--- src/inc/mcp_pkg.sv ---
// constants for the main clock and pll sequencer
package mcp_pkg;
	// ---------------------------------------------------------------
	// register offsets
	// ---------------------------------------------------------------
	localparam logic [7:0] ADDR_MAIN_OSC   = 8'h00;
	localparam logic [7:0] ADDR_PLL_CONFIG = 8'h04;
	localparam logic [7:0] ADDR_MASTER_CLK = 8'h08;
	localparam logic [7:0] ADDR_STATUS     = 8'h0c;
	localparam logic [7:0] ADDR_SUPPLY_CTL = 8'h10;
	localparam logic [7:0] ADDR_SUPPLY_ST  = 8'h14;

	// ---------------------------------------------------------------
	// main oscillator register fields
	// ---------------------------------------------------------------
	localparam int MOR_XTAL_EN    = 0;
	localparam int MOR_RC_EN      = 3;
	localparam int MOR_RC_FREQ_LO = 4;
	localparam int MOR_XTAL_ST_LO = 8;
	localparam int MOR_XTAL_ST_W  = 8;
	localparam int MOR_KEY_LO     = 16;
	localparam int MOR_SRC_SEL    = 24;
	localparam int MOR_BYPASS     = 1;
	localparam logic [7:0] MOR_KEY = 8'h37;
	localparam logic [1:0] RC_FREQ_4MHZ = 2'h0;

	// ---------------------------------------------------------------
	// pll register fields
	// ---------------------------------------------------------------
	localparam int PLL_DIV_LO   = 0;
	localparam int PLL_DIV_W    = 8;
	localparam int PLL_CNT_LO   = 8;
	localparam int PLL_CNT_W    = 6;
	localparam int PLL_MUL_LO   = 16;
	localparam int PLL_MUL_W    = 11;

	// ---------------------------------------------------------------
	// master clock register fields
	// ---------------------------------------------------------------
	localparam int MCK_CSS_LO  = 0;
	localparam int MCK_PRES_LO = 4;
	localparam logic [1:0] CSS_SLOW = 2'h0;
	localparam logic [1:0] CSS_MAIN = 2'h1;
	localparam logic [1:0] CSS_PLL  = 2'h2;

	// ---------------------------------------------------------------
	// status bits and supply control fields
	// ---------------------------------------------------------------
	localparam int SR_XTAL_STABLE = 0;
	localparam int SR_LOCK        = 1;
	localparam int SR_MCK_READY   = 3;
	localparam int SR_SRC_DONE    = 16;
	localparam int SUP_XTAL_SEL   = 3;
	localparam int SUP_KEY_LO     = 24;
	localparam logic [7:0] SUP_KEY = 8'ha5;
	localparam int SUP_SRC_FLAG   = 7;

	// ---------------------------------------------------------------
	// timing
	// ---------------------------------------------------------------
	localparam int CLK_HZ         = 40000000;
	localparam int SLOW_HZ        = 32768;
	localparam int XTAL_UNIT      = 8;
	localparam int SLOW_DIV       = CLK_HZ / SLOW_HZ;
	localparam int SLOW_RC_US     = 100;
	localparam int SLOW_RC_CYC    = SLOW_RC_US * (CLK_HZ / 1000000);
	localparam int MCK_SWITCH_CYC = 4;
	localparam int SRC_SWITCH_CYC = 4;
	localparam int SLOW_SW_CYC    = 4;
endpackage

--- src/rtl/mcp_main_clock_pll_sequencer.sv ---
// main oscillator, pll, master clock and slow clock sequencer
//
// The implementer's own choices: the register offsets and the address-and-strobe port.
`timescale 1ns/1ps
// How it works
// - out of reset the block runs from the fast rc at 4 MHz with neither crystal nor pll chosen.
// - the main oscillator offers a 4/8/12 MHz rc and a bypassable 3 to 20 MHz crystal.
// - one keyed write with startup count, rc enable and crystal enable starts the crystal.
// - the crystal-stable flag rises once the programmed startup count has elapsed.
// - the startup count is in units of eight slow clock periods.
// - setting the source select moves main onto the crystal and raises a done flag.
// - the pll is a divider then a multiplier, both held with a startup count in one register.
// - after a pll write the lock flag rises when the pll startup count expires.
// - each master clock write clears the ready flag and sets it again later.
// - the slow clock starts on rc, valid after about 100 us, crystal powered but unused.
// - a keyed supply write with crystal select moves slow clock to crystal, shown in status.
module mcp_main_clock_pll_sequencer (
	input  wire logic        clk_i,
	input  wire logic        resetn_i,
	input  wire logic [7:0]  addr_i,
	input  wire logic [31:0] wdata_i,
	input  wire logic        wr_i,
	input  wire logic        rd_i,
	output logic      [31:0] rdata_o,
	output logic             rc_osc_enable_o,
	output logic      [1:0]  rc_freq_o,
	output logic             xtal_osc_enable_o,
	output logic             xtal_bypass_o,
	output logic             main_on_xtal_o,
	output logic      [7:0]  pll_div_o,
	output logic      [10:0] pll_factor_up_o,
	output logic      [1:0]  mck_source_o,
	output logic      [2:0]  mck_prescale_o,
	output logic             slow_on_xtal_o,
	output logic             slow_clock_valid_o
);
	// ---------------------------------------------------------------
	// reset release
	// ---------------------------------------------------------------
	logic rst_s1_reg;
	logic rst_n;

	always_ff @(posedge clk_i or negedge resetn_i) begin
		if (!resetn_i) begin
			rst_s1_reg <= 1'b0;
			rst_n      <= 1'b0;
		end else begin
			rst_s1_reg <= 1'b1;
			rst_n      <= rst_s1_reg;
		end
	end

	logic slow_tick;

	mcp_slow_tick #(
		.DIV(mcp_pkg::SLOW_DIV)
	) u_tick (
		.clk_i  (clk_i),
		.rst_n_i(rst_n),
		.tick_o (slow_tick)
	);

	// ---------------------------------------------------------------
	// write decode
	// ---------------------------------------------------------------
	logic wr_mor;
	logic wr_pll;
	logic wr_mck;
	logic wr_sup;

	assign wr_mor = wr_i && addr_i == mcp_pkg::ADDR_MAIN_OSC
		&& wdata_i[mcp_pkg::MOR_KEY_LO +: 8] == mcp_pkg::MOR_KEY;
	assign wr_pll = wr_i && addr_i == mcp_pkg::ADDR_PLL_CONFIG;
	assign wr_mck = wr_i && addr_i == mcp_pkg::ADDR_MASTER_CLK;
	assign wr_sup = wr_i && addr_i == mcp_pkg::ADDR_SUPPLY_CTL
		&& wdata_i[mcp_pkg::SUP_KEY_LO +: 8] == mcp_pkg::SUP_KEY;

	// ---------------------------------------------------------------
	// state
	// ---------------------------------------------------------------
	logic        rc_en_reg, rc_en_next;
	logic [1:0]  rc_freq_reg, rc_freq_next;
	logic        xt_en_reg, xt_en_next;
	logic        bypass_reg, bypass_next;
	logic        src_sel_reg, src_sel_next;
	logic [7:0]  xt_st_reg, xt_st_next;
	logic [10:0] xt_cnt_reg, xt_cnt_next;
	logic        xt_stable_reg, xt_stable_next;
	logic [2:0]  sw_cnt_reg, sw_cnt_next;
	logic        src_done_reg, src_done_next;
	logic        main_xt_reg, main_xt_next;
	logic [7:0]  div_reg, div_next;
	logic [10:0] mul_reg, mul_next;
	logic [5:0]  pcnt_cfg_reg, pcnt_cfg_next;
	logic [5:0]  pcnt_reg, pcnt_next;
	logic        lock_reg, lock_next;
	logic [1:0]  css_reg, css_next;
	logic [2:0]  pres_reg, pres_next;
	logic [2:0]  mck_cnt_reg, mck_cnt_next;
	logic        mck_rdy_reg, mck_rdy_next;
	logic [11:0] srv_cnt_reg, srv_cnt_next;
	logic        slow_valid_reg, slow_valid_next;
	logic        slow_xt_reg, slow_xt_next;
	logic [2:0]  ssw_cnt_reg, ssw_cnt_next;
	logic [31:0] rdata_reg, rdata_next;

	always_comb begin
		rc_en_next      = rc_en_reg;
		rc_freq_next    = rc_freq_reg;
		xt_en_next      = xt_en_reg;
		bypass_next     = bypass_reg;
		src_sel_next    = src_sel_reg;
		xt_st_next      = xt_st_reg;
		xt_cnt_next     = xt_cnt_reg;
		xt_stable_next  = xt_stable_reg;
		sw_cnt_next     = sw_cnt_reg;
		src_done_next   = src_done_reg;
		main_xt_next    = main_xt_reg;
		div_next        = div_reg;
		mul_next        = mul_reg;
		pcnt_cfg_next   = pcnt_cfg_reg;
		pcnt_next       = pcnt_reg;
		lock_next       = lock_reg;
		css_next        = css_reg;
		pres_next       = pres_reg;
		mck_cnt_next    = mck_cnt_reg;
		mck_rdy_next    = mck_rdy_reg;
		srv_cnt_next    = srv_cnt_reg;
		slow_valid_next = slow_valid_reg;
		slow_xt_next    = slow_xt_reg;
		ssw_cnt_next    = ssw_cnt_reg;

		// crystal startup, counted in slow ticks
		if (wr_mor) begin
			rc_en_next   = wdata_i[mcp_pkg::MOR_RC_EN];
			rc_freq_next = wdata_i[mcp_pkg::MOR_RC_FREQ_LO +: 2];
			bypass_next  = wdata_i[mcp_pkg::MOR_BYPASS];
			xt_st_next   = wdata_i[mcp_pkg::MOR_XTAL_ST_LO +: mcp_pkg::MOR_XTAL_ST_W];
			src_sel_next = wdata_i[mcp_pkg::MOR_SRC_SEL];
			xt_en_next   = wdata_i[mcp_pkg::MOR_XTAL_EN];
			if (wdata_i[mcp_pkg::MOR_XTAL_EN] && !xt_en_reg) begin
				// unit of eight slow periods
				xt_cnt_next    = {wdata_i[mcp_pkg::MOR_XTAL_ST_LO +: 8], 3'h0};
				xt_stable_next = 1'b0;
			end else if (!wdata_i[mcp_pkg::MOR_XTAL_EN]) begin
				xt_stable_next = 1'b0;
			end
			if (wdata_i[mcp_pkg::MOR_SRC_SEL] != src_sel_reg) begin
				sw_cnt_next   = 3'(mcp_pkg::SRC_SWITCH_CYC);
				src_done_next = 1'b0;
			end
		end else if (xt_en_reg && !xt_stable_reg) begin
			if (bypass_reg || xt_cnt_reg == 11'h000) begin
				xt_stable_next = 1'b1;
			end else if (slow_tick) begin
				xt_cnt_next = xt_cnt_reg - 11'h001;
			end
		end
		if (!wr_mor && sw_cnt_reg != 3'h0) begin
			// wait for the crystal before moving onto it
			if (!src_sel_reg || xt_stable_reg) begin
				sw_cnt_next = sw_cnt_reg - 3'h1;
				if (sw_cnt_reg == 3'h1) begin
					main_xt_next  = src_sel_reg;
					src_done_next = src_sel_reg;
				end
			end
		end

		// pll lock countdown in slow ticks
		if (wr_pll) begin
			div_next      = wdata_i[mcp_pkg::PLL_DIV_LO +: mcp_pkg::PLL_DIV_W];
			mul_next      = wdata_i[mcp_pkg::PLL_MUL_LO +: mcp_pkg::PLL_MUL_W];
			pcnt_cfg_next = wdata_i[mcp_pkg::PLL_CNT_LO +: mcp_pkg::PLL_CNT_W];
			pcnt_next     = wdata_i[mcp_pkg::PLL_CNT_LO +: mcp_pkg::PLL_CNT_W];
			lock_next     = 1'b0;
		end else if (!lock_reg && div_reg != 8'h00 && mul_reg != 11'h000) begin
			if (pcnt_reg == 6'h00) begin
				lock_next = 1'b1;
			end else if (slow_tick) begin
				pcnt_next = pcnt_reg - 6'h01;
			end
		end

		// master clock change, ready drops on every write
		if (wr_mck) begin
			css_next     = wdata_i[mcp_pkg::MCK_CSS_LO +: 2];
			pres_next    = wdata_i[mcp_pkg::MCK_PRES_LO +: 3];
			mck_cnt_next = 3'(mcp_pkg::MCK_SWITCH_CYC);
			mck_rdy_next = 1'b0;
		end else if (mck_cnt_reg != 3'h0) begin
			mck_cnt_next = mck_cnt_reg - 3'h1;
			mck_rdy_next = mck_cnt_reg == 3'h1;
		end

		// slow clock: rc first, crystal on request
		if (srv_cnt_reg != 12'h000) begin
			srv_cnt_next = srv_cnt_reg - 12'h001;
		end else begin
			slow_valid_next = 1'b1;
		end
		if (wr_sup && wdata_i[mcp_pkg::SUP_XTAL_SEL] && !slow_xt_reg && ssw_cnt_reg == 3'h0) begin
			ssw_cnt_next = 3'(mcp_pkg::SLOW_SW_CYC);
		end else if (ssw_cnt_reg != 3'h0) begin
			ssw_cnt_next = ssw_cnt_reg - 3'h1;
			if (ssw_cnt_reg == 3'h1) begin
				slow_xt_next = 1'b1;
			end
		end
	end

	// ---------------------------------------------------------------
	// read mux
	// ---------------------------------------------------------------
	always_comb begin
		rdata_next = 32'h0000_0000;
		if (rd_i) begin
			case (addr_i)
				mcp_pkg::ADDR_MAIN_OSC: begin
					rdata_next[mcp_pkg::MOR_XTAL_EN]                         = xt_en_reg;
					rdata_next[mcp_pkg::MOR_BYPASS]                          = bypass_reg;
					rdata_next[mcp_pkg::MOR_RC_EN]                           = rc_en_reg;
					rdata_next[mcp_pkg::MOR_RC_FREQ_LO +: 2]                 = rc_freq_reg;
					rdata_next[mcp_pkg::MOR_XTAL_ST_LO +: 8]                 = xt_st_reg;
					rdata_next[mcp_pkg::MOR_SRC_SEL]                         = src_sel_reg;
				end
				mcp_pkg::ADDR_PLL_CONFIG: begin
					rdata_next[mcp_pkg::PLL_DIV_LO +: mcp_pkg::PLL_DIV_W] = div_reg;
					rdata_next[mcp_pkg::PLL_CNT_LO +: mcp_pkg::PLL_CNT_W] = pcnt_cfg_reg;
					rdata_next[mcp_pkg::PLL_MUL_LO +: mcp_pkg::PLL_MUL_W] = mul_reg;
				end
				mcp_pkg::ADDR_MASTER_CLK: begin
					rdata_next[mcp_pkg::MCK_CSS_LO +: 2]  = css_reg;
					rdata_next[mcp_pkg::MCK_PRES_LO +: 3] = pres_reg;
				end
				mcp_pkg::ADDR_STATUS: begin
					rdata_next[mcp_pkg::SR_XTAL_STABLE] = xt_stable_reg;
					rdata_next[mcp_pkg::SR_LOCK]        = lock_reg;
					rdata_next[mcp_pkg::SR_MCK_READY]   = mck_rdy_reg;
					rdata_next[mcp_pkg::SR_SRC_DONE]    = src_done_reg;
				end
				mcp_pkg::ADDR_SUPPLY_ST: begin
					rdata_next[mcp_pkg::SUP_SRC_FLAG] = slow_xt_reg;
				end
				default: rdata_next = 32'h0000_0000;
			endcase
		end
	end

	always_ff @(posedge clk_i or negedge rst_n) begin
		if (!rst_n) begin
			// fast rc at 4 MHz, nothing else chosen
			rc_en_reg      <= 1'b1;
			rc_freq_reg    <= mcp_pkg::RC_FREQ_4MHZ;
			xt_en_reg      <= 1'b0;
			bypass_reg     <= 1'b0;
			src_sel_reg    <= 1'b0;
			xt_st_reg      <= 8'h00;
			xt_cnt_reg     <= 11'h000;
			xt_stable_reg  <= 1'b0;
			sw_cnt_reg     <= 3'h0;
			src_done_reg   <= 1'b0;
			main_xt_reg    <= 1'b0;
			div_reg        <= 8'h00;
			mul_reg        <= 11'h000;
			pcnt_cfg_reg   <= 6'h00;
			pcnt_reg       <= 6'h00;
			lock_reg       <= 1'b0;
			css_reg        <= mcp_pkg::CSS_MAIN;
			pres_reg       <= 3'h0;
			mck_cnt_reg    <= 3'h0;
			mck_rdy_reg    <= 1'b1;
			srv_cnt_reg    <= 12'(mcp_pkg::SLOW_RC_CYC);
			slow_valid_reg <= 1'b0;
			slow_xt_reg    <= 1'b0;
			ssw_cnt_reg    <= 3'h0;
			rdata_reg      <= 32'h0000_0000;
		end else begin
			rc_en_reg      <= rc_en_next;
			rc_freq_reg    <= rc_freq_next;
			xt_en_reg      <= xt_en_next;
			bypass_reg     <= bypass_next;
			src_sel_reg    <= src_sel_next;
			xt_st_reg      <= xt_st_next;
			xt_cnt_reg     <= xt_cnt_next;
			xt_stable_reg  <= xt_stable_next;
			sw_cnt_reg     <= sw_cnt_next;
			src_done_reg   <= src_done_next;
			main_xt_reg    <= main_xt_next;
			div_reg        <= div_next;
			mul_reg        <= mul_next;
			pcnt_cfg_reg   <= pcnt_cfg_next;
			pcnt_reg       <= pcnt_next;
			lock_reg       <= lock_next;
			css_reg        <= css_next;
			pres_reg       <= pres_next;
			mck_cnt_reg    <= mck_cnt_next;
			mck_rdy_reg    <= mck_rdy_next;
			srv_cnt_reg    <= srv_cnt_next;
			slow_valid_reg <= slow_valid_next;
			slow_xt_reg    <= slow_xt_next;
			ssw_cnt_reg    <= ssw_cnt_next;
			rdata_reg      <= rdata_next;
		end
	end

	assign rdata_o            = rdata_reg;
	assign rc_osc_enable_o    = rc_en_reg;
	assign rc_freq_o          = rc_freq_reg;
	assign xtal_osc_enable_o  = xt_en_reg;
	assign xtal_bypass_o      = bypass_reg;
	assign main_on_xtal_o     = main_xt_reg;
	assign pll_div_o          = div_reg;
	assign pll_factor_up_o    = mul_reg;
	assign mck_source_o       = css_reg;
	assign mck_prescale_o     = pres_reg;
	assign slow_on_xtal_o     = slow_xt_reg;
	assign slow_clock_valid_o = slow_valid_reg;

	// ---------------------------------------------------------------
	// checks
	// ---------------------------------------------------------------
	property p_mck_drop;
		@(posedge clk_i) disable iff (!rst_n) wr_mck |=> !mck_rdy_reg;
	endproperty
	a_mck_drop: assert property (p_mck_drop) else $error("ready not cleared");

	property p_mck_back;
		@(posedge clk_i) disable iff (!rst_n) wr_mck ##1 !wr_mck [*4] |=> mck_rdy_reg;
	endproperty
	a_mck_back: assert property (p_mck_back) else $error("ready not restored");

	property p_lock_clear;
		@(posedge clk_i) disable iff (!rst_n) wr_pll |=> !lock_reg;
	endproperty
	a_lock_clear: assert property (p_lock_clear) else $error("lock kept on write");

	property p_lock_cause;
		@(posedge clk_i) disable iff (!rst_n) $rose(lock_reg) |-> $past(pcnt_reg) == 6'h00;
	endproperty
	a_lock_cause: assert property (p_lock_cause) else $error("lock before count");

	property p_stable_cause;
		@(posedge clk_i) disable iff (!rst_n)
			$rose(xt_stable_reg) |-> xt_en_reg && ($past(xt_cnt_reg) == 11'h000 || bypass_reg);
	endproperty
	a_stable_cause: assert property (p_stable_cause) else $error("early stable");

	property p_done_needs_xtal;
		@(posedge clk_i) disable iff (!rst_n) $rose(src_done_reg) |-> xt_stable_reg;
	endproperty
	a_done_needs_xtal: assert property (p_done_needs_xtal) else $error("switch w/o xtal");

	property p_slow_switch;
		@(posedge clk_i) disable iff (!rst_n) $rose(slow_xt_reg) |-> $past(ssw_cnt_reg) == 3'h1;
	endproperty
	a_slow_switch: assert property (p_slow_switch) else $error("slow switch bad");

	property p_slow_valid;
		@(posedge clk_i) disable iff (!rst_n) $rose(slow_valid_reg) |-> $past(srv_cnt_reg) == 12'h000;
	endproperty
	a_slow_valid: assert property (p_slow_valid) else $error("slow valid early");

	property p_startup_load;
		@(posedge clk_i) disable iff (!rst_n)
			wr_mor && wdata_i[mcp_pkg::MOR_XTAL_EN] && !xt_en_reg
			|=> xt_cnt_reg == {$past(wdata_i[mcp_pkg::MOR_XTAL_ST_LO +: 8]), 3'h0};
	endproperty
	a_startup_load: assert property (p_startup_load) else $error("bad startup count");

	c_lock: cover property (@(posedge clk_i) disable iff (!rst_n) $rose(lock_reg));
	c_stable: cover property (@(posedge clk_i) disable iff (!rst_n) $rose(xt_stable_reg));
	c_done: cover property (@(posedge clk_i) disable iff (!rst_n) $rose(src_done_reg));
	c_slow: cover property (@(posedge clk_i) disable iff (!rst_n) $rose(slow_xt_reg));
endmodule

--- src/rtl/mcp_slow_tick.sv ---
// divider giving one-cycle slow clock enables
`timescale 1ns/1ps
module mcp_slow_tick #(
	parameter int DIV = 1220
) (
	input  wire logic clk_i,
	input  wire logic rst_n_i,
	output logic      tick_o
);
	logic [15:0] cnt_reg;
	logic [15:0] cnt_next;
	logic        tick_reg;
	logic        tick_next;

	always_comb begin
		tick_next = 1'b0;
		cnt_next  = cnt_reg + 16'h0001;
		if (cnt_reg == 16'(DIV - 1)) begin
			cnt_next  = 16'h0000;
			tick_next = 1'b1;
		end
	end

	always_ff @(posedge clk_i or negedge rst_n_i) begin
		if (!rst_n_i) begin
			cnt_reg  <= 16'h0000;
			tick_reg <= 1'b0;
		end else begin
			cnt_reg  <= cnt_next;
			tick_reg <= tick_next;
		end
	end

	assign tick_o = tick_reg;
endmodule

--- config.mk ---
export PLATFORM = sky130hd
export DESIGN_NAME = mcp_main_clock_pll_sequencer
export DESIGN_NICKNAME = d
export VERILOG_FILES = /design/src/inc/mcp_pkg.sv /design/src/rtl/mcp_main_clock_pll_sequencer.sv /design/src/rtl/mcp_slow_tick.sv
export SDC_FILE = /design/constraint.sdc
export NUM_CORES = 1
export LEC_CHECK = 0
export ABC_AREA = 1
export BUFFER_PORTS_ARGS = -buffer_cell sky130_fd_sc_hd__buf_4
export CAP_MARGIN = 40
export CORE_MARGIN = 2
export CORE_UTILIZATION = 61
export CTS_CLUSTER_DIAMETER = 50
export DETAILED_ROUTE_END_ITERATION = 6
export PLACE_DENSITY = 0.95
export SYNTH_ARGS = -nofsm -noshare
export SYNTH_HDL_FRONTEND = slang
export SYNTH_SLANG_ARGS = --single-unit
--- constraint.sdc ---
create_clock -name clk_i -period 8.33 [get_ports clk_i]
set_input_delay 1.666 -clock clk_i [delete_from_list [all_inputs] [get_ports clk_i]]
set_output_delay 1.666 -clock clk_i [all_outputs]
set_load 0.01 [all_outputs]
==> results of run 1 <==
==> how the worst max path moves through the flow <==
stage / start / cells after the start / to / slack (ns)
floorplan: rst_n / 0 / lock_reg / 4.31
global placement: addr_i[1] / 9 / xt_cnt_reg[9] / 4.81
detailed placement: addr_i[1] / 9 / xt_cnt_reg[9] / 4.69
CTS: addr_i[1] / 9 / xt_cnt_reg[5] / 5.19
global route: addr_i[1] / 9 / xt_cnt_reg[9] / 5.00
finish: addr_i[1] / 10 / pcnt_reg[4] / 5.11
==> area by class of cell <==
type,instances,area [µm²],share of cell area [%]
clock buffer,21,449.2,5.636
clock inverter,11,100.1,1.256
inverter,123,461.7,5.793
multi-input combinational,523,2595,32.56
sequential,135,3393,42.57
tap,136,170.2,2.135
timing repair buffer,104,800.8,10.05
==> routing by layer <==
| metal | track usage, % | up-vias | wire, µm |
|---|---|---|---|
| li1 | - | 2707 | - |
| met1 | 37.80 | 2917 | 6420 |
| met2 | 56.92 | 428 | 9250 |
| met3 | 9.080 | 128 | 1720 |
| met4 | 17.77 | 0 | 1144 |
| met5 | 0 | - | 0 |
==> cell usage in the layout (no fill, tap or decap), types with 14 or more instances in the layout <==
| cell | netlist | routed |
|---|---|---|
| dfrtp_1 | 126 | 125 |
| clkbuf_16 | 0 | 16 |
| o21ai_0 | 53 | 53 |
| nand4_1 | 14 | 14 |
| xor2_1 | 16 | 16 |
| inv_1 | 116 | 116 |
| buf_4 | 8 | 103 |
| nor2_1 | 79 | 79 |
| nand3_1 | 59 | 59 |
| ha_1 | 15 | 15 |
| nand2_1 | 199 | 199 |
==> cell families (layout without fill, tap and decap cells) <==
logic type | after synthesis | in the layout | synth area share, %
AOI/OAI and AO/OA | 91 | 91 | 7.431
DFF | 135 | 135 | 51.75
muxes | 1 | 1 | 0.1528
buffers and inverters | 142 | 259 | 8.863
other | 2 | 6 | 0.1147
and+or+nand+nor | 389 | 389 | 26.02
adders and majority gates | 15 | 15 | 2.865
xor gates and xnor gates | 21 | 21 | 2.808
==> per-stage QoR <==
stage	worst slack [ns]	area (µm²)
after floorplan	4.306	6565
after detailed placement	4.693	7421
after global placement	4.805	7393
after CTS	5.187	7970
after global routing	4.998	7970
final	5.112	7970
==> cell usage after synthesis (9+ instances only) <==
cell | number | area [µm²]
nor3_1 | 13 | 65.06
dfstp_2 | 9 | 236.5
o21ai_1 | 10 | 50.05
nand3_1 | 59 | 295.3
nor2_1 | 79 | 296.5
nand2_1 | 199 | 747.0
dfrtp_1 | 126 | 3153
inv_1 | 116 | 435.4
a21oi_1 | 13 | 65.06
o21ai_0 | 53 | 265.3
ha_1 | 15 | 187.7
xor2_1 | 16 | 140.1
nand4_1 | 14 | 87.58
==> worst reg2reg max path: stages (launching register included) <==
cell and delay [ns]:
dfrtp_1 0.38, inv_1 0.12, ha_1 0.20, nand2_1 0.12, nor2_1 0.24, nand2_1 0.17, nor2_2 0.29, inv_1 0.12
nand2_1 0.10, xnor2_1 0.11
==> where the power goes <==
| part | leakage (nW) | switching [W] | internal, W |
|---|---|---|---|
| combinational | 2.35 | 0.000105 | 0.0000701 |
| clock | 0.268 | 0.000284 | 0.000411 |
| sequential | 1.66 | 0.0000250 | 0.000691 |
| total | 4.28 | 0.000414 | 0.00117 |
==> key figures, run 1 <==
STA
  – Total negative slack: 0 ns
  – Final period util: approximately two fifths
  – Clock skew: between 0.006 and 0.007 ns
  – F_max: about 310 MHz
  – Measured slew at the worst slew-check pin: 0.8093 ns
  – Final Critical Period: between 3 and 4 ns
  – # setup viols final: 0
  – RSZ-0062 raised after global routing: false
  – Max-slew headroom: approximately 46%
  – Final count of pins violating max slew: 0
  – Minimum hold slack: around 0.18 ns
  – Final Hold Viols: 0

Synthesis
  – Mapped cell area: roughly 6600 µm²
  – Syn_area_per_cell: about 8.2 µm²
  – Synth Instances: between 700 and 800
  – Asr flop ratio synth: 100.0%
  – Post-synth EDFFs: 0
  – Netlist cell types: 40
  – Sequential fraction of the synthesis area: approximately half
  – Post-synth top flop: dfrtp_1
  – Number of synthesized register bits: roughly 140
  – YS warnings: 0

Placed design
  – Final estimated routing congestion in global placement: 0.9415
  – Dpl hpwl: 12.02 mm
  – Placed instance count: between 1,000 and 1,500
  – IO buf count: around 100

Finish
  – Fin nets: between 900 and 1,000
  – Share of layout cells above drive strength 1: 18.43%
  – Fin cells: ~1,100
  – Largest register FFs: 27
  – Final core utilization: about three quarters
  – Fillers: roughly 650
  – Layout area overhead: 21.68%
  – Number of antenna diodes: 0

Setup path
  – Max incr delay on CP: approximately 0.54 ns
  – Crit-path cells: buf_4 -> nor2_2 -> nand2_1 -> nor2_1 -> nand2_2 -> nor2_8 -> inv_2 -> nand2_1 -> nand2_1 -> nand2_1
  – Worst path top cell family by delay: simple AND/OR/NAND/NOR gates
  – Buf/Inv on CP: 2
  – Worst Reg-to-Reg Cells: 9
  – Critical R2R Launch: srv_cnt_reg[0]
  – Worst setup SP type: primary input
  – Setup Crit Path Kind: in -> reg
  – Critical path's most frequent cell: nand2_1
  – WP data required: approximately 8.8 ns
  – Setup crit end kind: flop
  – Reg2Reg Capture Point: srv_cnt_reg[2]
  – Max FO, Critical Path: 54
  – Crit path DAT: roughly 3.7 ns
  – Internal reg-to-reg setup slack: 6.39 ns
  – CP max stage cell: nor2_8

Die
  – Die area: between 10,000 and 15,000 µm²
  – Initial Util: 63.16%
  – Die Ht: 107.6 µm
  – CORE AREA: roughly 10,000 µm²
  – Die width: roughly 110 µm
  – # IOs: about 110
  – FP Rows: 37

Global route
  – Largest net degree at the start of global routing: 67
  – Grt total ovfl: 0
  – Gr usage total: about a third
  – Initial antenna violation count: 0
  – Global-route wire length before repair: between 20 and 30 mm
  – Vias in the first global route: 6,121

Outcome
  – Run status: complete, no violations

CTS
  – Max Buffers Root-to-Sink: 2
  – H-Tree Depth: 4
  – CTS Root Cell: clkbuf_8
  – Worst-Skew Late Latency: 0.53 ns
  – Clock sinks: roughly 140
  – CTS Hold Bufs: 0
  – CTS buffer count: 17
  – Cells resized by post-CTS repair: 0
  – Worst-path clk slew: 0.06 ns
  – CTS tree: yes
  – Setup bufs post-CTS: 0

Pwr
  – Worst VDD drop: about 0.00015 V
  – PwrDens: ~200 nW/µm²
  – Power Total: ~0.0016 W
  – Static Leak: approximately 4.3 nW

Routing
  – Starting DRT DRC Count: approximately 720
  – Via count: approximately 6,200
  – Final ANT Viol Nets: 0
  – DRC errors left: 0
  – DRT Wirelength: approximately 19 mm
  – Detailed Routing Iterations Pass 1: 7
  – Via-to-Cell Ratio: roughly 5.9
  – Routed WL per cell: 17.60 µm

Min path
  – Worst hold path class: reg -> async

Run
  – Max-Cap Viols: 0
Note: power is estimated with default switching activity, not from simulation.
==> run 2, diff against run 1 <==
--- a/config.mk
+++ b/config.mk
@@ -9,10 +9,10 @@
 export BUFFER_PORTS_ARGS = -buffer_cell sky130_fd_sc_hd__buf_4
 export CAP_MARGIN = 40
 export CORE_MARGIN = 2
-export CORE_UTILIZATION = 61
+export CORE_UTILIZATION = 51
 export CTS_CLUSTER_DIAMETER = 50
 export DETAILED_ROUTE_END_ITERATION = 6
-export PLACE_DENSITY = 0.95
+export PLACE_DENSITY = 0.87
 export SYNTH_ARGS = -nofsm -noshare
 export SYNTH_HDL_FRONTEND = slang
 export SYNTH_SLANG_ARGS = --single-unit
==> constraint.sdc (replaced) <==
create_clock -name clk_i -period 2.7 [get_ports clk_i]
set_input_delay 0.54 -clock clk_i [delete_from_list [all_inputs] [get_ports clk_i]]
set_output_delay 0.54 -clock clk_i [all_outputs]
set_load 0.01 [all_outputs]
==> run 2 against run 1 <==
Die area is 19% higher. Largest cell class unchanged. Highest routed layer unchanged. Non-clock buffer count is 5 higher. Critical path type unchanged. Critical endpoint is now rdata_o[10]. Via count is 6.1% lower. Register-to-register slack got worse by 5.5 ns. Final cell count grew 3.9%.
==> key figures, run 2 (same netlist as run 1, synthesis figures left out) <==
STA
  – RSZ-0062 raised after global routing: false
  – Measured slew at the worst slew-check pin: 0.7459 ns (-0.06342 ns)
  – Final period util: 67.20%
  – Total negative slack: 0 ns (unchanged)
  – Final Hold Viols: 0 (unchanged)
  – Max-slew headroom: 50.16% (+4.2 points)
  – Final Critical Period: about 1.8 ns
  – Clock skew: 0.006339 ns (-0.0006256 ns)
  – Minimum hold slack: 0.3360 ns (+0.1590 ns)
  – F_max: roughly 550 MHz
  – Final count of pins violating max slew: 0 (unchanged)
  – # setup viols final: 0 (unchanged)

Die
  – FP Rows: 41 (+11%)
  – CORE AREA: 12,570 µm² (+21%)
  – Die Ht: 117.3 µm (+9.0%)
  – Die width: 117.3 µm (+9.0%)
  – Initial Util: 52.12% (-11 points)
  – # IOs: 108 (unchanged)
  – Die area: 13,770 µm² (+19%)

CTS
  – Cells resized by post-CTS repair: 0 (unchanged)
  – H-Tree Depth: 4 (unchanged)
  – CTS Root Cell: clkbuf_16
  – Max Buffers Root-to-Sink: 2 (unchanged)
  – CTS buffer count: 17 (unchanged)
  – Clock sinks: 135 (unchanged)
  – Worst-path clk slew: 0.06 ns (about the same)
  – CTS tree: yes
  – Worst-Skew Late Latency: 0.42 ns (-0.11 ns)

Outcome
  – Run status: complete, no violations

Placed design
  – Dpl cell area: 7488 µm² (+0.91%)
  – Dpl hpwl: 11.43 mm (-4.9%)
  – Final estimated routing congestion in global placement: 0.8664 (-8.0%)
  – IO buf count: 102 (unchanged)

Routing
  – DRT Wirelength: 16.18 mm (-13%)
  – Met1 wire length: 6.349 mm (-1.1%)
  – Via count: 5,803 (-6.1%)
  – Via-to-Cell Ratio: 5.304 (-9.6%)
  – Highest Signal Layer: met4
  – DRC errors left: 0 (unchanged)
  – Detailed Routing Iterations Pass 1: 6 (-1)
  – Routed wl met3: 1.231 mm (-28%)
  – Starting DRT DRC Count: 644 (-10%)
  – Met2 WL: 7.995 mm (-14%)
  – Final ANT Viol Nets: 0 (unchanged)
  – Routed WL per cell: 14.79 µm (-16%)

Finish
  – Area of the multi-input gates: 2595 µm² (unchanged)
  – Fillers: 942 (+46%)
  – Largest register FFs: 27 (unchanged)
  – Number of antenna diodes: 0 (unchanged)
  – Share of layout cells above drive strength 1: 18.87% (+0.44 points)
  – Layout area overhead: 25.20%
  – Final instance area: 8200 µm² (+2.9%)
  – Fin nets: 968 (+0.52%)
  – Register area: 3393 µm² (unchanged)
  – Most common cell after layout, fill and taps aside: nand2_1
  – Most frequent cells in the layout: 199 x nand2_1, 125 x dfrtp_1, 116 x inv_1

Run
  – Max-Cap Viols: 0 (unchanged)

Setup path
  – Setup crit end kind: flop
  – WP data required: 3.02 ns (-5.77 ns)
  – Worst setup SP type: primary input
  – Max FO, Critical Path: 19 (-65%)
  – Crit path DAT: 2.14 ns (-1.54 ns)
  – Setup Crit Path Kind: in -> reg

Global route
  – Gr usage total: 24.25% (-9.0 points)
  – Vias in the first global route: 5,622 (-8.2%)
  – Initial antenna violation count: 0 (unchanged)
  – Grt total ovfl: 0 (unchanged)
  – Global-route wire length before repair: 26.66 mm (-9.4%)
  – Largest net degree at the start of global routing: 59 (-12%)

Pwr
  – Power Total: 0.005461 W (+240%)
  – Sequential power share: 40.6% (-4.5 points)
  – Switching power: 0.001237 W (+200%)
  – PwrDens: 665.9 nW/µm² (+230%)
  – Switching part of the total: 22.66% (-3.4 points)
  – Static Leak: 4.369 nW (+2.2%)
  – Combinational share of power: 9.2% (-1.8 points)
  – Int Pwr: 0.004224 W (+260%)
  – Worst VDD drop: 0.0004248 V (+190%)
  – Power share of the clock group: 50.2% (+6.4 points)

Min path
  – Worst hold path class: in -> reg
run 2: cell count changes in the layout (fill, tap and decap cells not counted), sizes merged:
| cell | before | now |
|---|---|---|
| dlygate4sd3 | 0 | 1 |
| clkbuf | 21 | 20 |
| bufinv | 1 | 7 |
| clkinv | 7 | 3 |
| clkinvlp | 2 | 1 |
| buf | 104 | 108 |
run 2: worst paths after layout:
path / cells after the start / end / start / slack [ns]
min in group asynchronous: 0 / ssw_cnt_reg[1] / rst_n / 0.39
worst max register to register: 9 / srv_cnt_reg[7] / srv_cnt_reg[0] / 0.92
max in group asynchronous: 1 / rc_osc_enable_o / rst_n / 1.51
worst min-delay path: 3 / pll_div_o[2] / wdata_i[2] / 0.34
worst min register to register: 0 / rst_n / rst_s1_reg / 0.35
worst max-delay path: 8 / rdata_o[10] / addr_i[5] / 0.89
run 2: power by group through the flow:
stage               Combinational [W]  Clock, W  Sequential (W)
global route                 0.000574   0.00287         0.00223
floorplan                    0.000290         0         0.00226
CTS                          0.000506   0.00277         0.00222
detailed placement           0.000498         0         0.00225
finish                       0.000504   0.00274         0.00222
global placement             0.000476         0         0.00224
run 2: critical path, stage by stage:
cell	delay [ns]
buf_4	0.11
nor2_1	0.16
nand2_2	0.14
inv_2	0.13
nand2_2	0.16
inv_1	0.11
nand2_1	0.43
o21ai_0	0.36
run 2: final cells by class:
type	count	share of cell area, %
repair buffers	109	10.16
multi-input cells	523	31.64
well taps	172	2.624
flip-flops and latches	135	41.38
clock buffers	20	5.569
clock inverters	12	2.991
inverters	123	5.630
run 2: repair_timing:
item,4_1_cts,5_1_grt
endpoints found under the hold margin,2,0
buffers inserted,0,0
endpoints found under the setup margin,0,0
hold buffers,1,0
run 2: metrics by stage:
stage / worst slack, ns / utilization, % / instances
after floorplan: 0.4636 / - / 800
after global placement: 0.6398 / 59.58 / 1061
after detailed placement: 0.5025 / 59.58 / 1061
after CTS: 0.9271 / 65.25 / 1094
after global routing: 0.7194 / 65.25 / 1094
final: 0.8857 / 65.25 / 1094
run 2: routing by layer:
metal,GRT usage (%),vias up
met2,39.73,292
met5,0,-
met3,6.858,58
li1,-,2725
met4,11.90,0
met1,29.53,2728
==> run 3, diff against run 2 <==
--- a/config.mk
+++ b/config.mk
@@ -5,14 +5,14 @@
 export SDC_FILE = /design/constraint.sdc
 export NUM_CORES = 1
 export LEC_CHECK = 0
-export ABC_AREA = 1
+export ABC_AREA = 0
 export BUFFER_PORTS_ARGS = -buffer_cell sky130_fd_sc_hd__buf_4
 export CAP_MARGIN = 40
 export CORE_MARGIN = 2
 export CORE_UTILIZATION = 51
 export CTS_CLUSTER_DIAMETER = 50
 export DETAILED_ROUTE_END_ITERATION = 6
-export PLACE_DENSITY = 0.87
+export PLACE_DENSITY = 0.88
 export SYNTH_ARGS = -nofsm -noshare
 export SYNTH_HDL_FRONTEND = slang
 export SYNTH_SLANG_ARGS = --single-unit
==> constraint.sdc (replaced) <==
create_clock -name clk_i -period 1.6 [get_ports clk_i]
set_input_delay 0.32 -clock clk_i [delete_from_list [all_inputs] [get_ports clk_i]]
set_output_delay 0.32 -clock clk_i [all_outputs]
set_load 0.01 [all_outputs]
==> run 3 against run 2 <==
The flow now finishes with violations (design-rule violations, negative setup slack). Non-clock buffer count increased by 118. Combinational power grew 110%. Hold slack got worse by 0.24 ns. Sequential power grew 67%. Register-to-register slack worse by 1.5 ns. Synthesized cell count down 24%. Clock-buffer cell count shrank 2. Global-route usage grew 8.3 points. Via count increased by 6.4%. Wire length increased by 39%. Core utilization increased by 12 points.
==> key figures, run 3 <==
Outcome
  – Run status: finished with violations
  – Failing checks: design-rule violations, negative setup slack

STA
  – Final WS setup: -0.5387 ns (-1.424 ns)
  – Measured slew at the worst slew-check pin: 0.5029 ns (-0.2430 ns)
  – F_max: around 470 MHz
  – Total negative slack: -8.181 ns (-8.181 ns)
  – Final Hold Viols: 0 (unchanged)
  – # setup viols final: 34 (+34)
  – Final Critical Period: approximately 2.1 ns
  – Clock skew: 0.01055 ns (+0.004215 ns)
  – RSZ-0062 raised after global routing: true
  – Max-slew headroom: 66.17% (+16 points)
  – Final period util: 133.7%
  – Final count of pins violating max slew: 0 (unchanged)

Synthesis
  – Sequential fraction of the synthesis area: 54.90% (+3.2 points)
  – YS warnings: 0 (unchanged)
  – Synth Instances: 603 (-24%)
  – Post-synth top area share: 51.07% (+2.9 points)
  – Number of synthesized register bits: 135 (unchanged)
  – Area leader, netlist: dfrtp_1
  – Top-count cell post-synth: nand2_1
  – Post-synth EDFFs: 0 (unchanged)
  – Asr flop ratio synth: 100.0% (unchanged)
  – Netlist cell types: 58 (+45%)
  – Top cells by count, synth: 134 x nand2_1, 126 x dfrtp_1, 40 x nor2_1
  – Mapped cell area: 6173 µm² (-5.7%)
  – Syn_area_per_cell: 10.24 µm² (+24%)
  – Ranking of synthesized cells by area: dfrtp_1 51%, nand2_1 8.1%, dfstp_2 3.8%, ha_1 3.0%, nor2_1 2.4%
  – Post-synth top flop: dfrtp_1

Finish
  – Most frequent cells in the layout: 205 x buf_4, 127 x nand2_1, 125 x dfrtp_1
  – Largest register FFs: 27 (unchanged)
  – Share of layout cells above drive strength 1: 43.23% (+24 points)
  – Final core utilization: 76.94% (+12 points)
  – Fin cells: 989 (-9.6%)
  – Most common cell after layout, fill and taps aside: buf_4
  – Layout area overhead: 48.46%
  – Number of antenna diodes: 0 (unchanged)
  – Fin nets: 888 (-8.3%)

Routing
  – Final ANT Viol Nets: 0 (unchanged)
  – DRT Wirelength: 22.52 mm (+39%)
  – Via count: 6,175 (+6.4%)
  – Routed WL per cell: 22.77 µm (+54%)
  – Via-to-Cell Ratio: 6.244 (+18%)
  – Detailed Routing Iterations Pass 1: 7 (+1)
  – DRC errors left: 2 (+2)
  – Starting DRT DRC Count: 768 (+19%)

Run
  – Max-Cap Viols: 0 (unchanged)

Global route
  – Largest net degree at the start of global routing: 65 (+10%)
  – Initial antenna violation count: 1 (+1)
  – Grt total ovfl: 0 (unchanged)
  – Global-route wire length before repair: 32.14 mm (+21%)
  – Vias in the first global route: 6,139 (+9.2%)
  – Gr usage total: 32.56% (+8.3 points)

Placed design
  – Dpl hpwl: 12.59 mm (+10%)
  – Placed instance count: 934 (-12%)
  – DP Worst Slack: -0.4473 ns (-0.9498 ns)
  – Final estimated routing congestion in global placement: 0.9599 (+11%)
  – IO buf count: 102 (unchanged)

CTS
  – H-Tree Depth: 4 (unchanged)
  – Max Buffers Root-to-Sink: 2 (unchanged)
  – CTS tree: yes
  – Clock sinks: 135 (unchanged)
  – CTS buffer count: 17 (unchanged)
  – Worst-path clk slew: 0.06 ns (about the same)
  – Worst-Skew Late Latency: 0.43 ns (about the same)
  – CTS Root Cell: clkbuf_16

Setup path
  – Setup Crit Path Kind: reg -> reg
  – Internal reg-to-reg setup slack: -0.54 ns (-1.46 ns)
  – Max FO, Critical Path: 5 (-14)
  – Crit path DAT: 2.49 ns (+0.35 ns)
  – Setup crit end kind: flop
  – WP data required: 1.96 ns (-1.06 ns)
  – Worst setup SP type: flop

Min path
  – Worst hold path class: in -> reg

Die
  – Initial Util: 51.83% (-0.29 points)
  – Die Ht: 114.0 µm (-2.8%)
  – FP Rows: 40 (-2.4%)
  – Die width: 114.0 µm (-2.8%)
  – CORE AREA: 11,910 µm² (-5.2%)
  – # IOs: 108 (unchanged)
  – Die area: 13,000 µm² (-5.6%)

Pwr
  – Worst VDD drop: 0.0008138 V (+92%)
  – PwrDens: 959.6 nW/µm² (+44%)
  – Power Total: 0.008795 W (+61%)
  – Static Leak: 4.583 nW (+4.9%)
[run 3: cells by family after synthesis]
kind of cell / count (synthesis) / synth area share, %
simple gates: 282 / 22.23
other cells: 2 / 0.1217
flops: 135 / 54.90
compound gates: 79 / 8.877
fa+ha+maj: 15 / 3.040
buf+inv: 44 / 3.182
xor+xnor: 26 / 3.689
mux: 20 / 3.952
[run 3: routing by layer]
layer  part of all wire, %  up-vias  GRT usage [%]
li1                      -     2524              -
met1                    35     2981          38.96
met2                    48      496          54.96
met3                   9.5      172          8.130
met4                   7.2        2          16.18
met5                 0.031        -              0
[run 3: worst paths after layout]
kind,end,start,cells past startpoint
min in group asynchronous,pll_factor_up_o[3],rst_n,0
max in group asynchronous,mck_rdy_reg,rst_n,1
max reg2reg,xt_cnt_reg[7],xt_cnt_reg[1],9
min,pll_div_o[6],wdata_i[6],3
min reg2reg,pll_factor_up_o[3],rst_n,0
max,xt_cnt_reg[7],xt_cnt_reg[1],9
[run 3: layout make-up]
class | instances | area [µm²]
Tap cell | 147 | 183.9
Inverter | 20 | 75.07
Fill cell | 619 | 2746
Clock buffer | 18 | 439.2
Timing Repair Buffer | 227 | 1838
Sequential cell | 135 | 3393
Clock inverter | 14 | 161.4
Multi-Input combinational cell | 428 | 3074
[run 3: power breakdown]
group          internal, W  switching, W  leakage [nW]
logic             0.000496      0.000581          2.54
clock network      0.00237       0.00163         0.285
registers          0.00358      0.000134          1.76
total              0.00645       0.00235          4.58
[run 3: through the flow]
stage | cell area, µm² | hold WS (ns)
after detailed placement | 7908 | 0.1041
after global placement | 7908 | 0.1027
after floorplan | 6271 | 0.02441
final | 9165 | 0.09199
after global routing | 9165 | 0.1012
after CTS | 8926 | 0.09194
[run 3: critical path, stage by stage (launching register included)]
cell       delay, ns
dfrtp_1         0.41
inv_2           0.08
ha_4            0.16
nor4b_4         0.14
a311oi_2        0.31
o211ai_1        0.22
buf_4           0.20
buf_6           0.13
a22oi_1         0.24
a2bb2oi_2       0.16
[run 3: what timing repair did]
| action | CTS | global route |
|---|---|---|
| pin swaps | 27 | 18 |
| cloned | 0 | 0 |
| hold buffers | 1 | 0 |
| buffers inserted | 16 | 9 |
| endpoints found under the hold margin | 2 | 0 |
| gates resized for setup | 79 | 39 |
| endpoints found under the setup margin | 29 | 55 |
